**src/include/emcr_defs.svh**
```systemverilog
`ifndef EMCR_DEFS_SVH
`define EMCR_DEFS_SVH

// register indices (dword offsets); byte address is four times the index
`define EMCR_IDX_VERSION   4'h0
`define EMCR_IDX_SCRATCH   4'h1
`define EMCR_IDX_CONTROL   4'h2
`define EMCR_IDX_ADDR_LO   4'h3
`define EMCR_IDX_ADDR_HI   4'h4
`define EMCR_IDX_FRM_LEN   4'h5
`define EMCR_IDX_PAUSE     4'h6
`define EMCR_IDX_SECT_EMP  4'h7
`define EMCR_IDX_SECT_FUL  4'h8
`define EMCR_IDX_SOFT_RST  4'h9
`define EMCR_IDX_STATUS    4'ha
`define EMCR_IDX_LAST      4'ha
`define EMCR_IDX_NONE      4'hf

// field positions
`define EMCR_TRANSMIT_ENABLE_BIT_BIT    0
`define EMCR_RECEIVE_ENABLE_BIT_BIT    1
`define EMCR_PROMIS_BIT    4
`define EMCR_SRST_BIT      0

// reset and fixed values
`define EMCR_ZERO32        32'h0000_0000
`define EMCR_ZERO16        16'h0000
`define EMCR_FRM_LEN_RST   16'h05ee
`define EMCR_SECT_MARGIN   16'h0010
`define EMCR_CORE_VERSION  16'h0001
`define EMCR_CUST_REV      16'h0000
`define EMCR_FIFO_DEPTH    16'h0800

// ahb codes
`define EMCR_HTRANS_NONSEQ 2'b10
`define EMCR_HTRANS_SEQ    2'b11
`define EMCR_HSIZE_WORD    3'b010
`define EMCR_HRESP_OKAY    1'b0

`endif

```
**src/include/emcr_pkg.sv**
```systemverilog
package emcr_pkg;

   typedef struct packed {
      logic [31:0] addr;
      logic [1:0] trans;
      logic write;
      logic [2:0] size;
      logic sel;
   } emcr_ahb_req_type;

   typedef struct packed {
      logic tx_enable;
      logic rx_enable;
      logic mac_running;
      logic promiscuous_accept_bit;
      logic [47:0] station_addr;
      logic [15:0] max_frame_len;
      logic [15:0] pause_quanta;
      logic pause_allowed;
      logic [15:0] rx_sect_empty;
      logic [15:0] rx_sect_full;
   } emcr_cfg_type;

endpackage

```
**src/core/emcr_ahb_slave.sv**
```systemverilog
`timescale 1ns/100ps
`include "emcr_defs.svh"

module emcr_ahb_slave
   import emcr_pkg::*;
(
   input wire logic clk, // system clock
   input wire logic arst_n, // async reset, active low
   input wire emcr_ahb_req_type req, // address phase signals
   input wire logic hready, // bus ready
   output logic hreadyout, // slave ready
   output logic hresp, // response
   output logic wr_en, // data-phase write strobe
   output logic rd_en, // address-phase read strobe
   output logic [3:0] rd_idx, // read index
   output logic [3:0] wr_idx, // write index
   output logic wr_hit // write index mapped
);

   logic wr_pend_q;
   logic [3:0] wr_idx_q;
   logic wr_ok_q;

   wire xfer = req.sel && hready && req.trans[1];
   wire word = req.size == `EMCR_HSIZE_WORD;
   wire [3:0] idx = req.addr[5:2];
   wire mapped = (req.addr[31:6] == 26'h0) && (idx <= `EMCR_IDX_LAST);

   // single-cycle answer: no wait states needed for flop storage
   assign hreadyout = 1'b1;
   assign hresp = `EMCR_HRESP_OKAY;
   assign rd_en = xfer && !req.write;
   // an unmapped address must not alias a low register on reads
   assign rd_idx = mapped ? idx : `EMCR_IDX_NONE;
   assign wr_en = wr_pend_q;
   assign wr_idx = wr_idx_q;
   assign wr_hit = wr_ok_q;

   always_ff @(posedge clk or negedge arst_n) begin
      if (!arst_n) begin
         wr_pend_q <= 1'b0;
         wr_idx_q <= 4'h0;
         wr_ok_q <= 1'b0;
      end else begin
         wr_pend_q <= xfer && req.write && word;
         wr_idx_q <= idx;
         wr_ok_q <= mapped;
      end
   end

endmodule

```
**src/core/emcr_readmux.sv**
```systemverilog
`timescale 1ns/100ps
`include "emcr_defs.svh"

module emcr_readmux
   import emcr_pkg::*;
(
   input wire logic clk, // system clock
   input wire logic arst_n, // async reset, active low
   input wire logic rd_en, // read strobe
   input wire logic [3:0] rd_idx, // read index
   input wire logic [31:0] version_word, // version word
   input wire logic [31:0] scratch_word, // scratch
   input wire logic [31:0] control_word, // control
   input wire emcr_cfg_type cfg, // live config
   output logic [31:0] hrdata // registered read data
);

   logic [31:0] hrdata_q;
   logic [31:0] sel_w;

   // unused upper bits read as zero
   always_comb begin
      sel_w = `EMCR_ZERO32;
      unique case (rd_idx)
         `EMCR_IDX_VERSION: sel_w = version_word;
         `EMCR_IDX_SCRATCH: sel_w = scratch_word;
         `EMCR_IDX_CONTROL: sel_w = control_word;
         `EMCR_IDX_ADDR_LO: sel_w = cfg.station_addr[31:0];
         `EMCR_IDX_ADDR_HI: sel_w = {`EMCR_ZERO16, cfg.station_addr[47:32]};
         `EMCR_IDX_FRM_LEN: sel_w = {`EMCR_ZERO16, cfg.max_frame_len};
         `EMCR_IDX_PAUSE: sel_w = {`EMCR_ZERO16, cfg.pause_quanta};
         `EMCR_IDX_SECT_EMP: sel_w = {`EMCR_ZERO16, cfg.rx_sect_empty};
         `EMCR_IDX_SECT_FUL: sel_w = {`EMCR_ZERO16, cfg.rx_sect_full};
         `EMCR_IDX_STATUS: sel_w = {30'h0, cfg.pause_allowed, cfg.mac_running};
         default: sel_w = `EMCR_ZERO32;
      endcase
   end

   assign hrdata = hrdata_q;

   always_ff @(posedge clk or negedge arst_n) begin
      if (!arst_n) begin
         hrdata_q <= `EMCR_ZERO32;
      end else if (rd_en) begin
         hrdata_q <= sel_w;
      end
   end

endmodule

```
**src/core/emcr_regs.sv**
```systemverilog
// Register access over AHB-Lite was left to the implementer.
`timescale 1ns/100ps
`include "emcr_defs.svh"

module emcr_regs
   import emcr_pkg::*;
#(
   parameter logic [15:0] customer_revision_param = `EMCR_CUST_REV, // arbitrary
   parameter logic small_mac = 1'b0
)
(
   input wire logic clk, // system clock, 200 MHz
   input wire logic arst_n, // async reset, active low
   input wire logic hsel, // slave select
   input wire logic [31:0] haddr, // byte address
   input wire logic [1:0] htrans, // transfer type
   input wire logic hwrite, // write flag
   input wire logic [2:0] hsize, // transfer size
   input wire logic [31:0] hwdata, // write data
   input wire logic hready, // bus ready
   output logic hreadyout, // slave ready
   output logic hresp, // response, always okay
   output logic [31:0] hrdata, // read data
   input wire logic [15:0] rx_frame_len, // length of received frame
   input wire logic rx_frame_done, // frame length valid, one cycle
   input wire logic pause_req, // request to send a pause frame
   output logic rx_too_long, // received frame over the limit
   output logic pause_send, // pause frame strobe
   output logic [15:0] pause_quanta_out, // quanta for the pause frame
   output emcr_cfg_type cfg // live configuration
);

   emcr_ahb_req_type req;
   logic wr_en;
   logic rd_en;
   logic [3:0] rd_idx;
   logic [3:0] wr_idx;
   logic wr_hit;

   logic [31:0] scratch_q;
   logic [31:0] control_q;
   logic [31:0] addr_lo_q;
   logic [15:0] addr_hi_q;
   logic [15:0] frm_len_q;
   logic [15:0] pause_q;
   logic [15:0] sect_emp_q;
   logic [15:0] sect_ful_q;
   logic rx_too_long_q;
   logic pause_send_q;
   logic [15:0] pause_out_q;

   function automatic logic wsel(input logic [3:0] want,
                                 input logic [3:0] got,
                                 input logic en,
                                 input logic hit);
      wsel = en && hit && (got == want);
   endfunction

   assign req.addr = haddr;
   assign req.trans = htrans;
   assign req.write = hwrite;
   assign req.size = hsize;
   assign req.sel = hsel;

   emcr_ahb_slave u_bus (
      .clk(clk),
      .arst_n(arst_n),
      .req(req),
      .hready(hready),
      .hreadyout(hreadyout),
      .hresp(hresp),
      .wr_en(wr_en),
      .rd_en(rd_en),
      .rd_idx(rd_idx),
      .wr_idx(wr_idx),
      .wr_hit(wr_hit)
   );

   wire we_scratch = wsel(`EMCR_IDX_SCRATCH, wr_idx, wr_en, wr_hit);
   wire we_control = wsel(`EMCR_IDX_CONTROL, wr_idx, wr_en, wr_hit);
   wire we_addr_lo = wsel(`EMCR_IDX_ADDR_LO, wr_idx, wr_en, wr_hit);
   wire we_addr_hi = wsel(`EMCR_IDX_ADDR_HI, wr_idx, wr_en, wr_hit);
   wire we_frm_len = wsel(`EMCR_IDX_FRM_LEN, wr_idx, wr_en, wr_hit);
   wire we_pause = wsel(`EMCR_IDX_PAUSE, wr_idx, wr_en, wr_hit);
   wire we_sect_emp = wsel(`EMCR_IDX_SECT_EMP, wr_idx, wr_en, wr_hit);
   wire we_sect_ful = wsel(`EMCR_IDX_SECT_FUL, wr_idx, wr_en, wr_hit);
   wire we_srst = wsel(`EMCR_IDX_SOFT_RST, wr_idx, wr_en, wr_hit);
   wire soft_reset = we_srst && hwdata[`EMCR_SRST_BIT];

   // software reset wins over a control write in the same cycle
   wire [31:0] enable_mask = 32'h0000_0003;
   wire [31:0] control_d = soft_reset ? (control_q & ~enable_mask)
                         : we_control ? hwdata : control_q;

   // fixed values in the small variants; writes dropped there
   wire [15:0] sect_fixed = 16'(`EMCR_FIFO_DEPTH - `EMCR_SECT_MARGIN);
   wire [15:0] frm_len_w = small_mac ? `EMCR_FRM_LEN_RST : frm_len_q;
   wire [15:0] sect_emp_w = small_mac ? sect_fixed : sect_emp_q;

   wire [31:0] version_word = {customer_revision_param,
                               `EMCR_CORE_VERSION};

   assign cfg.tx_enable = control_q[`EMCR_TRANSMIT_ENABLE_BIT_BIT];
   assign cfg.rx_enable = control_q[`EMCR_RECEIVE_ENABLE_BIT_BIT];
   assign cfg.mac_running = cfg.tx_enable && cfg.rx_enable;
   assign cfg.promiscuous_accept_bit = control_q[`EMCR_PROMIS_BIT];
   assign cfg.station_addr = {addr_hi_q, addr_lo_q};
   assign cfg.max_frame_len = frm_len_w;
   assign cfg.pause_quanta = pause_q;
   assign cfg.pause_allowed = !small_mac;
   assign cfg.rx_sect_empty = sect_emp_w;
   assign cfg.rx_sect_full = sect_ful_q;

   emcr_readmux u_rd (
      .clk(clk),
      .arst_n(arst_n),
      .rd_en(rd_en),
      .rd_idx(rd_idx),
      .version_word(version_word),
      .scratch_word(scratch_q),
      .control_word(control_q),
      .cfg(cfg),
      .hrdata(hrdata)
   );

   wire too_long = rx_frame_done && (rx_frame_len > frm_len_w);
   wire pause_go = pause_req && cfg.mac_running && cfg.pause_allowed;

   assign rx_too_long = rx_too_long_q;
   assign pause_send = pause_send_q;
   assign pause_quanta_out = pause_out_q;

   always_ff @(posedge clk or negedge arst_n) begin
      if (!arst_n) begin
         scratch_q <= `EMCR_ZERO32;
         control_q <= `EMCR_ZERO32;
      end else begin
         if (we_scratch) begin
            scratch_q <= hwdata;
         end
         control_q <= control_d;
      end
   end

   // station address: byte 0 of the address sits in bits 7:0
   always_ff @(posedge clk or negedge arst_n) begin
      if (!arst_n) begin
         addr_lo_q <= `EMCR_ZERO32;
         addr_hi_q <= `EMCR_ZERO16;
      end else begin
         if (we_addr_lo) begin
            addr_lo_q <= hwdata;
         end
         if (we_addr_hi) begin
            addr_hi_q <= hwdata[15:0];
         end
      end
   end

   always_ff @(posedge clk or negedge arst_n) begin
      if (!arst_n) begin
         frm_len_q <= `EMCR_FRM_LEN_RST;
         pause_q <= `EMCR_ZERO16;
      end else begin
         if (we_frm_len && !small_mac) begin
            frm_len_q <= hwdata[15:0];
         end
         if (we_pause) begin
            pause_q <= hwdata[15:0];
         end
      end
   end

   // thresholds are only stored; checking their order is left to software
   always_ff @(posedge clk or negedge arst_n) begin
      if (!arst_n) begin
         sect_emp_q <= `EMCR_ZERO16;
         sect_ful_q <= `EMCR_ZERO16;
      end else begin
         if (we_sect_emp && !small_mac) begin
            sect_emp_q <= hwdata[15:0];
         end
         if (we_sect_ful) begin
            sect_ful_q <= hwdata[15:0];
         end
      end
   end

   always_ff @(posedge clk or negedge arst_n) begin
      if (!arst_n) begin
         rx_too_long_q <= 1'b0;
         pause_send_q <= 1'b0;
         pause_out_q <= `EMCR_ZERO16;
      end else begin
         rx_too_long_q <= too_long;
         pause_send_q <= pause_go;
         if (pause_go) begin
            pause_out_q <= pause_q;
         end
      end
   end

endmodule

```
**config.mk**
```make
export PLATFORM = sky130hd
export DESIGN_NAME = emcr_regs
export DESIGN_NICKNAME = d
export VERILOG_FILES = /design/src/include/emcr_pkg.sv /design/src/core/emcr_ahb_slave.sv /design/src/core/emcr_readmux.sv /design/src/core/emcr_regs.sv
export VERILOG_INCLUDE_DIRS = /design/src /design/src/include
export SDC_FILE = /design/constraint.sdc
export NUM_CORES = 1
export LEC_CHECK = 0
export BUFFER_PORTS_ARGS = -buffer_cell sky130_fd_sc_hd__buf_2
export CAP_MARGIN = 25
export CORE_MARGIN = 8
export CORE_UTILIZATION = 48
export DETAILED_ROUTE_END_ITERATION = 10
export GPL_TIMING_DRIVEN = 0
export HOLD_SLACK_MARGIN = 0.12
export PLACE_DENSITY = 0.76
export SYNTH_ARGS = -nofsm -noshare
export SYNTH_HDL_FRONTEND = slang
export SYNTH_SLANG_ARGS = --single-unit
```
**constraint.sdc**
```tcl
create_clock -name clk -period 1.9 [get_ports clk]
set_clock_uncertainty 0.1 [all_clocks]
set_input_delay 0 -clock clk [delete_from_list [all_inputs] [get_ports clk]]
set_output_delay 0 -clock clk [all_outputs]
set_load 0.005 [all_outputs]
```
# After elaboration in Yosys (flattened, before gate mapping)
# Index checks and enable logic that the tools add are counted.
# classes
n_lt_le_gt_ge,2
eq_ne,19
n_mux,4
bitwise_logic,1
reduce_logical,25
# ops
cell,count
one-hot mux 32 bit (10 select lines),1
"== test 4 x 3 -> 1 bit, second input constant",8
zero test 26 bit,1
logical AND 1 bit,20
"== test 4 x 2 -> 1 bit, second input constant",4
"== test 4 bit, second input constant",4
> comparator 16 bit,1
"== test 4 x 1 -> 1 bit, second input constant",2
"<= comparator 4 bit, second input constant",1
zero test 4 bit,1
2-to-1 mux 2 bit,2
2-to-1 mux 4 bit,1
"== test 3 x 2 -> 1 bit, second input constant",1
AND reduction 2 bit,1
nonzero test 2 bit,1
zero test 1 bit,1
NOT 1 bit,1
# word_totals
regBits,232
elab_cells,67

# Logic depth before layout (Yosys ltp)
# depth
ltp_word,5
depth_mapped,8
mapped_depth_nobuf,7

# Cells and area by module
# Synthesis repeated with hierarchy kept, for this count alone.
# unflattened
hier_cells,829
hier_area_um2,10781.6
# modules_own_cells
module,instances,cells_per_inst,area_per_inst_um2,seq_area_each_um2
emcr_regs,1,502,7763.7,4864.7
emcr_readmux,1,294,2688.8,800.8
emcr_ahb_slave,1,33,329.1,150.1

# Least setup slack after synthesis
# Ideal clock, no wire load.
# synth_timing
path_kind,flip-flop to flip-flop
startpoint,reg frm_len_q[7]
endpoint,reg rx_too_long_q (netlist: rx_too_long)
t_arrival_ns,1.588
required_ns,1.672
path_slack_ns,0.084
path_stages_with_launch,8
synth_period_minus_slack_ns,1.816
path_cell_list,dfstp_2 -> inv_1 -> ha_1 -> a2111oi_0 -> nand2_1 -> a31oi_1 -> or3_1 -> a21oi_1
# synth_between
elab_chain_cells,2
# synth_rtl
item,line_no,text
"start, declared",emcr_regs.sv:44,logic [15:0] frm_len_q;
"start signal, assigned",emcr_regs.sv:162,frm_len_q <= `EMCR_FRM_LEN_RST;
"start signal, assigned",emcr_regs.sv:166,frm_len_q <= hwdata[15:0];
> comparator 16 bit,emcr_regs.sv:126,wire too_long = rx_frame_done && (rx_frame_len > frm_len_w);
logical AND 1 bit,emcr_regs.sv:126,
net too_long,emcr_regs.sv:126,
"end signal, assigned",emcr_regs.sv:195,rx_too_long_q <= too_long;
"end, declared",emcr_regs.sv:48,logic rx_too_long_q;
# The timed path passes the listed nets, and every way through them passes these cells.
# A chain may end at the register's enable or synchronous reset.

# Worst setup path in the final report
# layout_timing
startpoint,reg frm_len_q[8]
endpoint,reg rx_too_long_q (netlist: rx_too_long)
# Same word-level chain as after synthesis.

==> impl_results.md <==
- Via count of the first global-routing pass: 8,810
- Final worst-path cycle share: 105%
- Final WS setup: -93.9 ps
- First-pass GRT wire length: 50,200 um
- Top flip-flop cell by instance count after synthesis: dfrtp_1
- Total detailed-routing wirelength: 33,100 um
- # setup viols final: 1
- Sequential area share after synthesis: 56.4%
- DR pass1 iterations: 7
- Leakage Power: 6.84 nW
- Core footprint: 21,000 um2
- Height of the die: 163 um
- Critical path capture point type: register
- Clock transition at the register clock pins on the worst setup and hold paths after CTS: 60 ps
- Proportion of total power due to net switching: 22.4%
- Number of vias per cell after detailed routing: 5.74
- TritonCTS sink count: 232
- Global placement routability congestion: 0.878
- Critical path startpoint category: register
- Layout net count: 1,259
- Biggest fanout along the worst timing path: 3
- Leading cell types by count after synthesis: dfrtp_1 (224), mux2_2 (179), nand2_1 (53)
- Transition time at the pin with the least slew margin: 839 ps
- Cell Area, Synth: 10,300 um2
- Minimum hold slack: 38.6 ps
- VDD IR max: 0.608 mV
- Share of synthesized cell area in full adder, half adder and majority cells: 1.94%
- Leading cell types by total area after synthesis: dfrtp_1 (54%), mux2_2 (20%), mux2i_1 (2.3%), dfstp_2 (2.0%), ha_1 (1.9%)
- Source-to-sink clock delay at the later pin of the worst-skew pair: 520 ps
- Routed wire length per instance: 22.9 um
- Area leader, netlist: dfrtp_1
- Number of rows created at floorplan: 53
- Overall Global Routing Usage: 24.2%
- Number of synthesis warnings: 0
- CTS Root Buffer Type: clkbuf_16
- TritonCTS clock tree: built
- Initial core utilization: 49.0%
- Part of the total power dissipated in sequential elements: 46.5%
- Share of Yosys cell area claimed by the top area cell type: 54.4%
- Setup TNS Final: -93.9 ps
- Detailed-route DRC error count: 0
- Fraction of final layout cells sized beyond drive strength 1: 47.9%
- Number of cells on the worst reg-to-reg path: 6
- Count of nets left with antenna violations after detail routing: 0
- RSZ-0062 raised after global routing: yes
- Crit path kind: reg -> reg
- Clock power share: 46.0%
- GRT overflow: 0
- Worst slack at placement: -310 ps
- Count leader, synth: dfrtp_1
- Number of enable flip-flop cells after synthesis: 0
- Number of top-level pins: 261
- Count of routing violations after the opening detailed-route iteration: 591
- Violations in the final reports: setup timing
- Initial antenna violation count: 0
- CP Data Required Time: 2240 ps
- Internal cell power: 0.00856 W
- Fraction of the mapped netlist area in compound gates: 9.74%
- Fraction of registers with async set or reset after synthesis: 100%
- Number of buffers added by the clock tree synthesis step: 26
- Simple-Gate Fraction of Synth Area: 6.40%
- Total number of vias: 8,286
- Largest family of logic cells by synthesized area: multiplexers
- Growth of design area from synthesis to finish: 33.2%
- Net switching power figure: 0.00247 W
- Arrival time reported for the critical path endpoint: 2340 ps
- Synthesized area per cell: 13.1 um2
- Reported max-cap violation count: 0
- PortBufs: 254
- Synth Area in XOR/XNOR: 0%
- Slew headroom: 44.1%
- Pin count of the biggest net entering global routing: 125
- Maximum root-to-sink buffer count: 3
- Synth cell types: 57
- HP Class: in -> async
- Detail Placement HPWL: 22,800 um
- Hold Vio Cnt, Final: 0
- Max frequency: 0.502 GHz
- Max-slew violation count: 0
- Outcome: finished with violations
- Die area: 26,400 um2
- Number of synthesized register bits: 232
- Fillcell total: 1,572
- Horizontal extent of the die: 163 um
- Synthesized netlist cell count: 789
- Power per standard cell area: 804 nW/um2
- Time the final worst path needs with I/O delays and setup: 1990 ps
- CTS H-Tree Depth: 1
- Post-synthesis mux area share: 22.1%
- Count of inserted antenna diode cells: 0
- Combinational share of power: 7.5%
worst max-delay path, stage by stage, from the launching register on:
cell	delay, ps
dfstp_2	540
inv_1	60
ha_1	290
nand4_1	100
or2_2	310
or3_4	380
a21oi_2	140
cells in the final DEF, fill, tap and decap left out, types with 4 or more instances in the layout:
cell type,count
buf_2,268
dfrtp_1,223
mux2_2,179
dlygate4sd3_1,65
nand2_1,49
o21ai_0,39
buf_4,28
clkbuf_16,27
mux2i_1,24
inv_1,19
nor2_1,19
a221oi_1,18
a222oi_1,17
clkbuf_1,16
ha_1,14
a22o_1,13
o21ai_1,10
dfstp_2,8
o22ai_1,7
a32o_1,7
clkbuf_8,7
nor4_1,6
a21oi_1,6
nor2b_1,6
nand2b_1,5
nand4_1,5
a22oi_1,5
buf_6,4
clkbuf_2,4
sequential cells by signal, indices dropped and copies added (netlist names), 4 cells and up:
signal,flops
addr_lo_q,32
control_q,32
scratch_q,32
u_rd.hrdata,32
addr_hi_q,16
frm_len_q,16
pause_q,16
pause_quanta_out,16
sect_emp_q,16
sect_ful_q,16
u_bus.wr_idx,4
metrics by stage:
stage	total power (W)	std cells	utilization (%)	area (um2)
global route	0.0114	1443	65.3	13700
global placement	0.00588	1319	56.7	11900
floorplan	0.00551	790	-	10300
CTS	0.0111	1436	64.6	13600
finish	0.0110	1443	65.3	13700
detailed placement	0.00591	1320	56.9	12000
cell type report:
class | count | area [um2] | area share (%)
plain buffers | 48 | 298 | 2.17
repair buffers | 333 | 2060 | 15.0
multi-input cells | 491 | 4270 | 31.1
clock buffers | 42 | 802 | 5.84
clock inverters | 3 | 65.1 | 0.474
flip-flops and latches | 232 | 5820 | 42.4
inverters | 19 | 71.3 | 0.520
well taps | 275 | 344 | 2.51
worst paths after layout:
kind / from / to / slack (ps)
max: frm_len_q[8]$_DFFE_PN1P_ / rx_too_long$_DFF_PN0_ / -90
min: arst_n / pause_quanta_out[4]$_DFFE_PN0P_ / 40
max reg2reg: frm_len_q[8]$_DFFE_PN1P_ / rx_too_long$_DFF_PN0_ / -90
min reg2reg: u_rd.hrdata[28]$_DFFE_PN0P_ / u_rd.hrdata[28]$_DFFE_PN0P_ / 370
max in group asynchronous: arst_n / scratch_q[6]$_DFFE_PN0P_ / 600
min in group clk: haddr[4] / u_rd.hrdata[8]$_DFFE_PN0P_ / 160
what timing repair did:
item,CTS,global route
pin swaps,3,5
resized for setup,15,25
hold buffers,65,0
setup endpoints to repair,110,159
hold endpoints to repair,309,0
cloned,0,1
setup buffers,6,6
cell families after synthesis:
| logic type | after synthesis |
|---|---|
| adders and majority gates | 16 |
| DFF | 232 |
| muxes | 205 |
| other | 2 |
| AOI/OAI and AO/OA | 139 |
| buffers and inverters | 67 |
| and+or+nand+nor | 128 |
per-layer routing:
layer	vias to the layer above	part of all wire [%]	global-route usage, %
li1	3647	-	-
met1	4202	40	29.9
met2	371	49	40.7
met3	66	8.7	6.70
met4	0	2.6	7.45
met5	-	0	0
power by group through the flow:
stage / combinational, W / clock (W) / sequential, W
3_3_place_gp: 0.000679 / 0 / 0.00520
6_report: 0.000826 / 0.00508 / 0.00513
3_5_place_dp: 0.000703 / 0 / 0.00521
2_1_floorplan: 0.000310 / 0 / 0.00520
5_1_grt: 0.000898 / 0.00536 / 0.00514
4_1_cts: 0.000809 / 0.00515 / 0.00512
Note: power is estimated with default switching activity, not from simulation.
